`config.mk`:
```
export PLATFORM = sky130hd
export DESIGN_NAME = mstc_top
export DESIGN_NICKNAME = d
export VERILOG_FILES = /design/src/verilog/mstc_pkg.sv /design/src/verilog/mstc_analog.sv /design/src/verilog/mstc_ramp.sv /design/src/verilog/mstc_top.sv
export VERILOG_INCLUDE_DIRS = /design/src /design/src/verilog
export SDC_FILE = /design/constraint.sdc
export NUM_CORES = 2
export LEC_CHECK = 0
export ABC_AREA = 1
export BUFFER_PORTS_ARGS = -buffer_cell sky130_fd_sc_hd__buf_2
export CORE_MARGIN = 3
export CORE_UTILIZATION = 30
export CTS_BUF_LIST = sky130_fd_sc_hd__clkbuf_8
export CTS_CLUSTER_DIAMETER = 60
export DETAILED_ROUTE_END_ITERATION = 16
export SLEW_MARGIN = 20
export SYNTH_ARGS = -nofsm -noshare
export SYNTH_HDL_FRONTEND = slang
export SYNTH_SLANG_ARGS = --single-unit
```
`constraint.sdc`:
```
create_clock -name REF_CLK -period 19.2 [get_ports REF_CLK]
set_clock_uncertainty 0.15 [all_clocks]
set_input_delay 0.96 -clock REF_CLK [delete_from_list [all_inputs] [get_ports REF_CLK]]
set_output_delay 0.96 -clock REF_CLK [all_outputs]
set_load 0.02 [all_outputs]
```
`src/verilog/mstc_cfg.svh`:
```
// Purpose: constants of the motor speed and torque command block
// Assumes: 50 MHz REF_CLK; speeds in r/min, torque in percent, times in 0.1 s
// Notes: analog voltages arrive as millivolts (0..10000)
`ifndef MSTC_CFG_SVH
`define MSTC_CFG_SVH
`define MSTC_CLK_HZ 50000000
`define MSTC_N_ENTRIES 16
`define MSTC_SPD_MIN 13'h0032
`define MSTC_SPD_MAX 13'h0fa0
`define MSTC_SPD_DEF 13'h0032
`define MSTC_TRQ_MAX 9'h12c
`define MSTC_TRQ_DEF 9'h12c
`define MSTC_TIME_MAX 8'h96
`define MSTC_TIME_DEF 8'h05
`define MSTC_RATED_SPD 3000
`define MSTC_TIME_UNIT_MS 100
// one ramp step of 1 r/min takes unit_time/rated_speed: 100 ms / 3000 = 33.33 us
`define MSTC_STEP_CYC ((`MSTC_CLK_HZ / 1000) * `MSTC_TIME_UNIT_MS / `MSTC_RATED_SPD)
`define MSTC_SGAIN_DEF 12'h352
`define MSTC_SGAIN_MAX 12'hfa0
`define MSTC_SOFS_DEF 12'sh000
`define MSTC_SOFS_LIM 2000
`define MSTC_SUPPER_DEF 13'h0fa0
`define MSTC_SLOWER_DEF 13'h0032
`define MSTC_TGAIN_DEF 9'h041
`define MSTC_TOFS_DEF 9'sh000
`define MSTC_TOFS_LIM 150
`define MSTC_TAMAX_DEF 9'h12c
`define MSTC_DIR_DEF 1'b1
`define MSTC_SRC_ANALOG_ENTRY 4'h1
`define MSTC_TLE_N 2
`endif

```
`src/verilog/mstc_pkg.sv`:
```
// Purpose: types of the motor speed and torque command block
// Assumes: mstc_cfg.svh gives the numbers
// Notes: none
package mstc_pkg;
	// one stored operation data entry
	typedef struct packed {
		logic [12:0] speed;
		logic [8:0] torque;
		logic [7:0] accel;
		logic [7:0] decel;
	} mstc_entry_t;
	// analog scaling settings
	typedef struct packed {
		logic [11:0] spd_gain;
		logic signed [11:0] spd_ofs;
		logic [12:0] spd_upper;
		logic [12:0] spd_lower;
		logic [8:0] trq_gain;
		logic signed [8:0] trq_ofs;
		logic [8:0] trq_amax;
	} mstc_scale_t;
	// command source selection
	typedef enum logic [1:0] {
		MSTC_SRC_DIGITAL = 2'b00,
		MSTC_SRC_SPD_E1 = 2'b01,
		MSTC_SRC_SPD_ALL = 2'b10,
		MSTC_SRC_TRQ_AN = 2'b11
	} mstc_src_t;
	// run state of the motor command
	typedef enum logic [1:0] {
		MSTC_ST_IDLE = 2'b00,
		MSTC_ST_RUN = 2'b01,
		MSTC_ST_STOP = 2'b10
	} mstc_state_t;
endpackage : mstc_pkg

```
`src/verilog/mstc_analog.sv`:
```
// Purpose: scales the analog inputs into speed and torque limit values
// Assumes: voltages in millivolts, 0..10000
// Notes: results are registered
`timescale 1ns/1ns
`default_nettype none
`include "mstc_cfg.svh"
module mstc_analog (
	// clock and reset
	input wire logic clk,
	input wire logic rst_n,
	// settings and inputs
	input wire mstc_pkg::mstc_scale_t scale,
	input wire logic [13:0] spd_mv,
	input wire logic [13:0] trq_mv,
	// scaled results
	output logic [12:0] spd_cmd,
	output logic [8:0] trq_lim
);
	import mstc_pkg::*;
	// clamp a signed value into lo..hi
	function automatic logic signed [31:0] clamp(input logic signed [31:0] v,
		input logic signed [31:0] lo, input logic signed [31:0] hi);
		if (v < lo) begin
			clamp = lo;
		end else if (v > hi) begin
			clamp = hi;
		end else begin
			clamp = v;
		end
	endfunction : clamp
	// gain times volts (mV/1000) plus offset
	wire logic signed [31:0] spd_raw;
	wire logic signed [31:0] trq_raw;
	wire logic signed [31:0] spd_cl;
	wire logic signed [31:0] trq_cl;
	assign spd_raw = $signed({4'h0, 28'(32'(scale.spd_gain) * 32'(spd_mv) / 1000)})
		+ 32'(scale.spd_ofs);
	assign trq_raw = $signed({4'h0, 28'(32'(scale.trq_gain) * 32'(trq_mv) / 1000)})
		+ 32'(scale.trq_ofs);
	// speed bounded by lower and upper limit
	assign spd_cl = clamp(spd_raw, 32'(scale.spd_lower), 32'(scale.spd_upper));
	// torque capped by analog maximum
	assign trq_cl = clamp(trq_raw, 32'sd0, 32'(scale.trq_amax));
	// register the results
	always_ff @(posedge clk) begin
		if (!rst_n) begin
			spd_cmd <= `MSTC_SPD_DEF;
			trq_lim <= `MSTC_TRQ_DEF;
		end else begin
			spd_cmd <= spd_cl[12:0];
			trq_lim <= trq_cl[8:0];
		end
	end
endmodule : mstc_analog
`default_nettype wire

```
`src/verilog/mstc_ramp.sv`:
```
// Purpose: ramps the present speed toward a target at a set rate
// Assumes: tick pulses once every ramp tick period
// Notes: time of 0 ramps in one step per clock
`timescale 1ns/1ns
`default_nettype none
`include "mstc_cfg.svh"
module mstc_ramp (
	// clock and reset
	input wire logic clk,
	input wire logic rst_n,
	// ramp control
	input wire logic [12:0] target,
	input wire logic [7:0] time_set,
	input wire logic tick,
	// present speed
	output logic [12:0] speed
);
	import mstc_pkg::*;
	// ticks counted per 1 r/min step, equal to the time figure
	logic [7:0] cnt_r;
	wire logic step;
	assign step = (time_set == 8'h00) || (tick && cnt_r + 8'h01 >= time_set);
	// step counter and speed register
	always_ff @(posedge clk) begin
		if (!rst_n) begin
			cnt_r <= 8'h00;
			speed <= 13'h0000;
		end else begin
			if (step) begin
				cnt_r <= 8'h00;
				if (speed < target) begin
					speed <= speed + 13'h0001;
				end else if (speed > target) begin
					speed <= speed - 13'h0001;
				end
			end else if (tick) begin
				cnt_r <= cnt_r + 8'h01;
			end
		end
	end
endmodule : mstc_ramp
`default_nettype wire

```
`src/verilog/mstc_top.sv`:
```
// Purpose: command logic of a brushless motor driver
// Assumes: inputs synchronous to REF_CLK; analog inputs in millivolts
// Notes: the motor stage sees speed, direction and a torque cap
//
// Contract
// - sixteen entries: speed, torque, accel, decel
// - forward input runs clockwise, release decelerates
// - reverse input runs counterclockwise, release decelerates
// - both inputs on: decelerate to stop
// - direction mapping follows direction parameter
// - two-wire default, three-wire selectable
// - analog speed is gain times voltage
// - analog speed offset added, plus/minus 2000
// - speed bounded by upper limit
// - speed bounded by lower limit
// - entry one takes speed from analog
// - panel speed applied at next start (code: start_spd_r follows selected speed every clock)
// - enable on: cap torque at limit
// - enable off: cap is instantaneous maximum
// - enable absent is on; several are ANDed
// - limit reached output when torque reaches cap (code: only while enable on; stays off when enable is off)
// - source value three: analog torque limit
// - analog torque gain in percent per volt
// - analog torque offset added, plus/minus 150
// - analog torque capped at maximum setting
// - four select bits form entry number
// - direction parameter: 0 ccw, 1 cw
// - ramp time spans standstill to 3000
`timescale 1ns/1ns
`default_nettype none
`include "mstc_cfg.svh"
module mstc_top (
	// clock and reset
	input wire logic REF_CLK,
	input wire logic RST_N,
	// run inputs
	input wire logic FORWARD_RUN_INPUT,
	input wire logic REVERSE_RUN_INPUT,
	input wire logic THREE_WIRE_MODE,
	// data selection
	input wire logic DATA_SELECT_BIT0,
	input wire logic DATA_SELECT_BIT1,
	input wire logic DATA_SELECT_BIT2,
	input wire logic DATA_SELECT_BIT3,
	// entry write port (panel confirm)
	input wire logic ENTRY_WE,
	input wire logic [3:0] ENTRY_IDX,
	input wire mstc_pkg::mstc_entry_t ENTRY_WDATA,
	// settings
	input wire logic DIR_PARAM,
	input wire mstc_pkg::mstc_src_t CMD_SRC,
	input wire mstc_pkg::mstc_scale_t SCALE,
	// analog inputs in millivolts
	input wire logic [13:0] SPEED_MV,
	input wire logic [13:0] TORQUE_MV,
	// torque limit enable terminals and their assignment
	input wire logic [`MSTC_TLE_N-1:0] TORQUE_LIMIT_ENABLE_INPUT,
	input wire logic [`MSTC_TLE_N-1:0] TLE_ASSIGNED,
	// measured motor torque in percent
	input wire logic [8:0] MOTOR_TORQUE,
	// motor stage command
	output logic [12:0] SPEED_OUT_CMD,
	output logic DIR_CW,
	output logic RUNNING,
	output logic [8:0] TORQUE_CAP,
	output logic TORQUE_LIMIT_REACHED_OUTPUT,
	output mstc_pkg::mstc_state_t STATE
);
	import mstc_pkg::*;
	// operation data table
	mstc_entry_t table_r [0:`MSTC_N_ENTRIES-1];
	// run state and latched run direction
	mstc_state_t state_r;
	mstc_state_t state_nxt;
	logic fwd_run_r;
	logic start_hold_r;
	logic [12:0] start_spd_r;
	logic [15:0] tick_cnt_r;
	logic tick;
	// selected entry from select bits
	wire logic [3:0] sel;
	assign sel = {DATA_SELECT_BIT3, DATA_SELECT_BIT2, DATA_SELECT_BIT1, DATA_SELECT_BIT0};
	wire mstc_entry_t ent;
	assign ent = table_r[sel];
	// analog conversions
	wire logic [12:0] an_spd;
	wire logic [8:0] an_trq;
	mstc_analog u_analog (
		.clk(REF_CLK),
		.rst_n(RST_N),
		.scale(SCALE),
		.spd_mv(SPEED_MV),
		.trq_mv(TORQUE_MV),
		.spd_cmd(an_spd),
		.trq_lim(an_trq)
	);
	// speed source: analog for entry one, or all entries
	wire logic use_an_spd;
	assign use_an_spd = (CMD_SRC == MSTC_SRC_SPD_ALL) ||
		(CMD_SRC == MSTC_SRC_SPD_E1 && sel == `MSTC_SRC_ANALOG_ENTRY);
	wire logic [12:0] dig_spd;
	// stored digital speed bounded by the limits
	assign dig_spd = (ent.speed > SCALE.spd_upper) ? SCALE.spd_upper :
		(ent.speed < SCALE.spd_lower) ? SCALE.spd_lower : ent.speed;
	wire logic [12:0] sel_spd;
	assign sel_spd = use_an_spd ? an_spd : dig_spd;
	// run request decode: 2-wire levels, 3-wire start + direction select
	wire logic forward_run_input;
	wire logic reverse_run_input;
	wire logic req;
	assign forward_run_input = FORWARD_RUN_INPUT;
	assign reverse_run_input = REVERSE_RUN_INPUT;
	// in three-wire mode forward acts as start and reverse as direction select
	assign req = THREE_WIRE_MODE ? forward_run_input : (forward_run_input ^ reverse_run_input);
	wire logic req_fwd;
	assign req_fwd = THREE_WIRE_MODE ? !reverse_run_input : forward_run_input;
	// inputs are taken at once; the controller holds them 10 ms and gaps 10 ms
	// so no filter is needed here
	// ramp tick divider: one tick per 1 r/min step of a 0.1 s time
	wire logic tick_wrap;
	assign tick_wrap = (tick_cnt_r == 16'(`MSTC_STEP_CYC - 1));
	always_ff @(posedge REF_CLK) begin
		if (!RST_N) begin
			tick_cnt_r <= 16'h0000;
			tick <= 1'b0;
		end else begin
			tick_cnt_r <= tick_wrap ? 16'h0000 : tick_cnt_r + 16'h0001;
			tick <= tick_wrap;
		end
	end
	// table write on panel confirm, defaults at reset
	always_ff @(posedge REF_CLK) begin
		if (!RST_N) begin
			for (int i = 0; i < `MSTC_N_ENTRIES; i++) begin
				table_r[i] <= '{`MSTC_SPD_DEF, `MSTC_TRQ_DEF, `MSTC_TIME_DEF,
					`MSTC_TIME_DEF};
			end
		end else if (ENTRY_WE) begin
			table_r[ENTRY_IDX] <= ENTRY_WDATA;
		end
	end
	// run state machine
	wire logic [12:0] cur_spd;
	always_comb begin
		state_nxt = state_r;
		case (state_r)
			MSTC_ST_IDLE: begin
				if (req) begin
					state_nxt = MSTC_ST_RUN;
				end
			end
			MSTC_ST_RUN: begin
				// release, both on, or a direction change: decelerate
				if (!req || req_fwd != fwd_run_r) begin
					state_nxt = MSTC_ST_STOP;
				end
			end
			MSTC_ST_STOP: begin
				if (cur_spd == 13'h0000) begin
					state_nxt = MSTC_ST_IDLE;
				end else if (req && req_fwd == fwd_run_r) begin
					state_nxt = MSTC_ST_RUN;
				end
			end
			default: begin
				state_nxt = MSTC_ST_IDLE;
			end
		endcase
	end
	// state and selected speed registered every clock; run direction latched at start from idle
	always_ff @(posedge REF_CLK) begin
		if (!RST_N) begin
			state_r <= MSTC_ST_IDLE;
			fwd_run_r <= 1'b1;
			start_hold_r <= 1'b0;
			start_spd_r <= 13'h0000;
		end else begin
			state_r <= state_nxt;
			if (state_r == MSTC_ST_IDLE && req) begin
				fwd_run_r <= req_fwd;
				start_hold_r <= 1'b1;
			end
			start_spd_r <= sel_spd;
		end
	end
	// speed target: zero unless running; ramp time from selected entry
	wire logic [12:0] target;
	wire logic [7:0] ramp_time;
	assign target = (state_r == MSTC_ST_RUN) ? start_spd_r : 13'h0000;
	assign ramp_time = (state_r == MSTC_ST_RUN && cur_spd < target) ? ent.accel :
		ent.decel;
	mstc_ramp u_ramp (
		.clk(REF_CLK),
		.rst_n(RST_N),
		.target(target),
		.time_set(ramp_time),
		.tick(tick),
		.speed(cur_spd)
	);
	// direction mapping: forward means cw when parameter is 1
	wire logic dir_cw;
	assign dir_cw = fwd_run_r ? DIR_PARAM : !DIR_PARAM;
	// torque enable: unassigned terminals count as on, assigned ones ANDed
	wire logic tl_en;
	assign tl_en = &(TORQUE_LIMIT_ENABLE_INPUT | ~TLE_ASSIGNED);
	// torque limit source
	wire logic [8:0] lim;
	assign lim = (CMD_SRC == MSTC_SRC_TRQ_AN) ? an_trq : ent.torque;
	wire logic [8:0] cap;
	assign cap = tl_en ? lim : `MSTC_TRQ_MAX;
	// limit reached: unreliable below 20 percent, reported as is
	wire logic reached;
	assign reached = tl_en && (MOTOR_TORQUE >= lim);
	// registered outputs
	always_ff @(posedge REF_CLK) begin
		if (!RST_N) begin
			SPEED_OUT_CMD <= 13'h0000;
			DIR_CW <= `MSTC_DIR_DEF;
			RUNNING <= 1'b0;
			TORQUE_CAP <= `MSTC_TRQ_MAX;
			TORQUE_LIMIT_REACHED_OUTPUT <= 1'b0;
			STATE <= MSTC_ST_IDLE;
		end else begin
			SPEED_OUT_CMD <= cur_spd;
			DIR_CW <= dir_cw;
			RUNNING <= (cur_spd != 13'h0000);
			TORQUE_CAP <= cap;
			TORQUE_LIMIT_REACHED_OUTPUT <= reached;
			STATE <= state_r;
		end
	end
endmodule : mstc_top
`default_nettype wire

```
; Word level (Yosys, flattened, before mapping)
; Memory sizes are Yosys's and may differ from the RTL's.
; Index checks and enable logic that the tools add are counted.
[classes]
add_sub_neg = 6
mul = 2
n_div = 2
order_cmp = 10
eq_ne = 12
n_mux = 27
n_bitwise = 4
n_reduce_logical = 25
[op_table]
columns = operator, count
row1 = two-way mux 13 bit, 8
row2 = two-way mux 38 bit, 1
row3 = OR reduction 38 bit, 1
row4 = "divider 23 x 10 -> 32 bit, second input constant", 1
row5 = "divider 26 x 10 -> 32 bit, second input constant", 1
row6 = adder 29 x 12 -> 30 bit, 1
row7 = adder 29 x 9 -> 30 bit, 1
row8 = > comparator 30 x 10 -> 1 bit, 1
row9 = > comparator 30 x 14 -> 1 bit, 1
row10 = "< comparator 30 x 1 -> 1 bit, second input constant", 1
row11 = < comparator 30 x 14 -> 1 bit, 1
row12 = two-way mux 9 bit, 3
row13 = > comparator 13 bit, 2
row14 = < comparator 13 bit, 2
row15 = multiplier 12 x 14 -> 26 bit, 1
row16 = multiplier 9 x 14 -> 23 bit, 1
row17 = "adder 16 x 1 -> 16 bit, second input constant", 1
row18 = "equality test 16 x 11 -> 1 bit, second input constant", 1
row19 = "adder 13 x 1 -> 13 bit, second input constant", 1
row20 = zero test 13 bit, 1
row21 = nonzero test 13 bit, 1
row22 = "subtractor 13 x 1 -> 13 bit, second input constant", 1
row23 = >= comparator 9 bit, 1
row24 = "adder 8 x 1 -> 8 bit, second input constant", 1
row25 = 26 further kinds, 53
[word_totals]
reg_bits = 103
ramBits = 608
output_inout_bits = 27
word_cells = 105
memories = 1
[memory_table]
columns = memory, words, word_bits, rd, rd_ports_with_merged_regs, wr, line
row1 = table_r, 16, 38, 1, 0, 16, mstc_top.sv:71  ; mstc_entry_t table_r [0:`MSTC_N_ENTRIES-1];

; Longest topological paths before layout
[logic_depth]
word_depth = 9
depth_mapped = 149
mapped_depth_nobuf = 148

; Cells and area by module
; A second synthesis with hierarchy kept.
[hier_totals]
hier_cells = 6381
hier_area_um2 = 52141.3
[modules_own_cells]
columns = mod, instances, cells_per_inst, area_each_um2, seq_area_each_um2
row1 = mstc_top, 1, 3012, 30365.4, 19458.7
row2 = mstc_analog, 1, 3059, 19730.2, 440.4
row3 = mstc_ramp, 1, 310, 2045.7, 420.4

; Least setup slack after synthesis
; No wires, ideal clock.
[synth_path]
path_kind = input to register
from = in SPEED_MV[11]
to = reg u_analog.spd_cmd[12]
setup_ns = 0.115
arrival_time_ns = 15.494
required_ns = 18.935
setup_slack_ns = 3.441
cell_stages = 129
cell_sequence = clkbuf_1 -> nand2_1 -> fa_1 -> inv_1 -> fa_1 -> inv_1 -> fa_1 -> inv_1 -> fa_1 -> inv_1 -> fa_1 -> inv_1 -> ha_1 -> nand2_1 -> inv_2 -> nand2_1 -> inv_1 -> a21oi_1 -> [... 93 more ...] -> nand3_1 -> nand2_1 -> nand3_1 -> nand2_1 -> nand3_1 -> nand2_1 -> xor2_1 -> ha_1 -> inv_1 -> nor2_1 -> a211oi_1 -> a32o_1 -> nand4_1 -> nand2_1 -> clkbuf_1 -> o21ai_0 -> o21ai_0 -> inv_1
[synth_between]
elab_chain_len = 6
word_cells_on_any_way = 7
cone_classes = 1 x add/sub / 1 x mul / 1 x div / 2 x order compare / 2 x mux
[synth_rtl]
columns = element, line
row1 = from (decl), mstc_top.sv:54  ; input wire logic [13:0] SPEED_MV,
row2 = multiplier 12 x 14 -> 26 bit (*), mstc_analog.sv:36  ; assign spd_raw = $signed({4'h0, 28'(32'(scale.spd_gain) * 32'(spd_mv) / 1000)})
row3 = divider 26 x 10 -> 32 bit (*), mstc_analog.sv:36
row4 = adder 29 x 12 -> 30 bit (*), mstc_analog.sv:37  ; + 32'(scale.spd_ofs);
row5 = > comparator 30 x 14 -> 1 bit, mstc_analog.sv:25  ; end else if (v > hi) begin
row6 = two-way mux 13 bit, mstc_analog.sv:25
row7 = two-way mux 13 bit (*), mstc_analog.sv:23  ; if (v < lo) begin
row8 = to (signal assigned), mstc_analog.sv:47  ; spd_cmd <= `MSTC_SPD_DEF;
row9 = to (signal assigned), mstc_analog.sv:50  ; spd_cmd <= spd_cl[12:0];
row10 = to (decl), mstc_analog.sv:16  ; output logic [12:0] spd_cmd,
; Every way passes the cells marked *; elsewhere a longest branch is shown, timed or not.
; A chain may end at the register's enable or synchronous reset.

; Final worst setup path
[layout_path]
from = in SCALE[73] (netlist bit)
to = reg u_analog.spd_cmd[0]
[layout_between]
elab_chain_len = 6
word_cells_on_any_way = 7
cone_classes = 1 x add/sub / 1 x mul / 1 x div / 2 x order compare / 2 x mux
[layout_rtl]
columns = element, line
row1 = from (decl), mstc_top.sv:52  ; input wire mstc_pkg::mstc_scale_t SCALE,
row2 = multiplier 12 x 14 -> 26 bit (*), mstc_analog.sv:36
row3 = divider 26 x 10 -> 32 bit (*), mstc_analog.sv:36
row4 = adder 29 x 12 -> 30 bit (*), mstc_analog.sv:37
row5 = > comparator 30 x 14 -> 1 bit, mstc_analog.sv:25
row6 = two-way mux 13 bit, mstc_analog.sv:25
row7 = two-way mux 13 bit (*), mstc_analog.sv:23
; Marked as above.

==> impl_results.md <==
- First drt pass iteration count: 6
- Skew-Pair Late Insertion Delay: around 0.80 ns
- Period utilization: 90.06%
- Largest net degree at the start of global routing: 160
- Yosys top cell area share: 36.09%
- Post-DP HPWL: around 100 mm
- Period minus WS final: 17.29 ns
- GRT Total Usage: around 18%
- Synth cell types: 65
- CTS H-tree depth: 3
- Cell mode on critical path: nand2_1
- First-pass GRT wire length: 240.7 mm
- Synth top cells by count: 1222 x nand2_1, 975 x nor2_1, 802 x inv_1
- Synth Instances: 6193
- Sink Count: 711
- FF+latch count, synth: 711
- Fmax: 57.83 MHz
- Final #Nets: slightly below 7k
- CP arrival: ~18 ns
- Initial Utilization: 30.22%
- Core footprint: 167400 sq um
- Routed wire per std cell: 18.35 um
- Critical path class: in2reg
- Worst-path clk slew: ~0.060 ns
- Leading area contributor after synthesis: edfxtp_1
- Worst setup SP type: input pin
- Primary FF master, synth: edfxtp_1
- Die Wd: 416.6 um
- Unrepaired setup endpoints after global routing: false
- Drt drc: 0
- Post-layout util: around a third
- Die Y: 416.6 um
- I/O Buffers: 199
- EDFF count, synth: between 600 and 700
- Maximum clock insertion buffer count: 3
- Die Area: 173600 sq um
- Relative slew slack: 27.26%
- CTS Hold Bufs: 0
- Top cells by area, synth: edfxtp_1 36%, nand2_1 9.1%, fa_1 8.2%
- Ys Warns: 0
- 1st-iter DRT viols: 3502
- # setup viols final: 0
- Postcts setup bufs: 0
- Slew Limit Fails: 0
- Post-Syn Area per Cell: 8.168 sq um
- Syn Nets: 6817
- TritonCTS clock tree: built
- Setup_tns: 0 ns
- Layout cells sized above 1: 11.19%
- Status: completed
- Register area share after synthesis: 40.17%
- Delay of the slowest critical-path stage: between 0.5 and 0.6 ns
- Vias: 42.76k
- Post-route ant nets: 0
- Grt ovf: 0
- Fill cells: 17.56k
- Hold Vio Cnt, Final: 0
- Measured slew at the worst slew-check pin: 1.091 ns
- Initial antenna violation count: 9
- Cell with the most instances after synthesis: nand2_1
- Max Cap Viol: 0
- CTS buffer count: 107
- CP Capture Type: flip-flop
- Crit path max-delay cell type: fa_1
- Tightest Hold Check Type: in2reg
- GPL Wtd Cong: between 0.9 and 1
- I/O pin count: 200
- Post-synth ARST share: 0%
- Std-Cell Rows: 150
- CTS root buf: clkbuf_8
- Worst hold margin: ~0.29 ns
- WL final: between 150 and 200 mm
- Avg Vias per Cell: 4.990
- Req. time, crit path: 19.69 ns
- CP Max Fanout: 23
- Vias in the first global route: around 42k
- Netlist Area Pre-Place: 50580 sq um
- P&R area growth vs syn: 10.38%
==> path summary, 6_finish.rpt <==
check	startpoint	to	slack, ns	cells past startpoint
hold / removal	DIR_PARAM	DIR_CW$_SDFF_PN1_	0.29	2
hold reg to reg	state_r[0]$_SDFFE_PN0P_	STATE[0]$_SDFF_PN0_	0.29	2
setup / recovery	SCALE[73]	u_analog.spd_cmd[0]$_SDFF_PN0_	1.91	119
setup reg to reg	state_r[0]$_SDFFE_PN0P_	u_ramp.speed[4]$_SDFFE_PN0P_	12.27	29
==> state kept, by name, summed over array words and instances (netlist names) <==
signal,cells
DIR_CW,1
TORQUE_LIMIT_REACHED_OUTPUT,1
RUNNING,1
state_r,2
STATE,2
u_analog.trq_lim,9
tick_cnt_r,16
u_ramp.cnt_r,8
TORQUE_CAP,9
table_r,608
u_analog.spd_cmd,13
tick,1
start_spd_r,13
u_ramp.speed,13
SPEED_OUT_CMD,13
fwd_run_r,1
==> area by class of cell <==
class | instances | area (sq um) | area share, %
Clock inverter | 80 | 439.2 | 0.7866
Antenna cell | 3 | 7.507 | 0.01345
Tap cell | 2204 | 2758 | 4.939
Inverter | 885 | 3336 | 5.974
Clock buffer | 113 | 1555 | 2.785
Sequential cell | 711 | 20320 | 36.39
Timing Repair Buffer | 262 | 1498 | 2.682
Multi-Input combinational cell | 4310 | 25920 | 46.43
==> cell families after synthesis <==
group                      synth area share [%]
AOI/OAI and AO/OA                         11.78
xor gates and xnor gates                  1.937
adders and majority gates                 14.24
buffers and inverters                     8.734
DFF                                       40.17
and+or+nand+nor                           23.14
==> what timing repair did <==
item,in CTS,in global routing
endpoints found under the setup margin,0,13
endpoints found under the hold margin,0,0
gates resized for setup,0,8
==> per-stage QoR <==
step	cells	setup slack, ns	area (sq um)
after floorplan	6193	3.441	50580
after global placement	8372	0.9549	53800
after detailed placement	8372	0.6462	53800
after CTS	8565	1.432	55800
after global routing	8567	0.01180	55830
final	8568	1.909	55830
==> placed cells by master (no fill, tap or decap), types with 29 or more instances in the layout <==
cell,instances
inv_2,71
inv_1,844
buf_2,195
clkinv_1,32
a21oi_1,171
o21ai_0,468
clkbuf_8,114
nand2_2,102
fa_1,208
o221ai_1,100
ha_1,243
nand3_2,29
nand4_1,41
nand2_1,1205
xor2_1,87
dfxtp_1,103
nor2_1,973
o21ai_1,38
o22ai_1,54
nand3_1,263
o21bai_1,31
o211ai_1,40
edfxtp_1,608
buf_4,65
==> critical path, delay by kind of cell <==
kind / cells / cell delay, ns
AOI/OAI and AO/OA: 15 / 2.28
xor gates and xnor gates: 1 / 0.26
buffers and inverters: 17 / 1.57
and+or+nand+nor: 77 / 8.80
adders and majority gates: 9 / 3.83
==> per-layer routing <==
metal  vias to the layer above  track usage, %  wire, um
met5                         -               0        41
met4                         6           6.262      5181
met3                       258           2.017     10700
met2                      1505           30.58     76550
met1                     20590           22.48     64760
li1                      20400               -         -
Power is left out: the tool's default activity adds up to more than one toggle a clock period on the data nets, which glitch-free logic cannot reach.
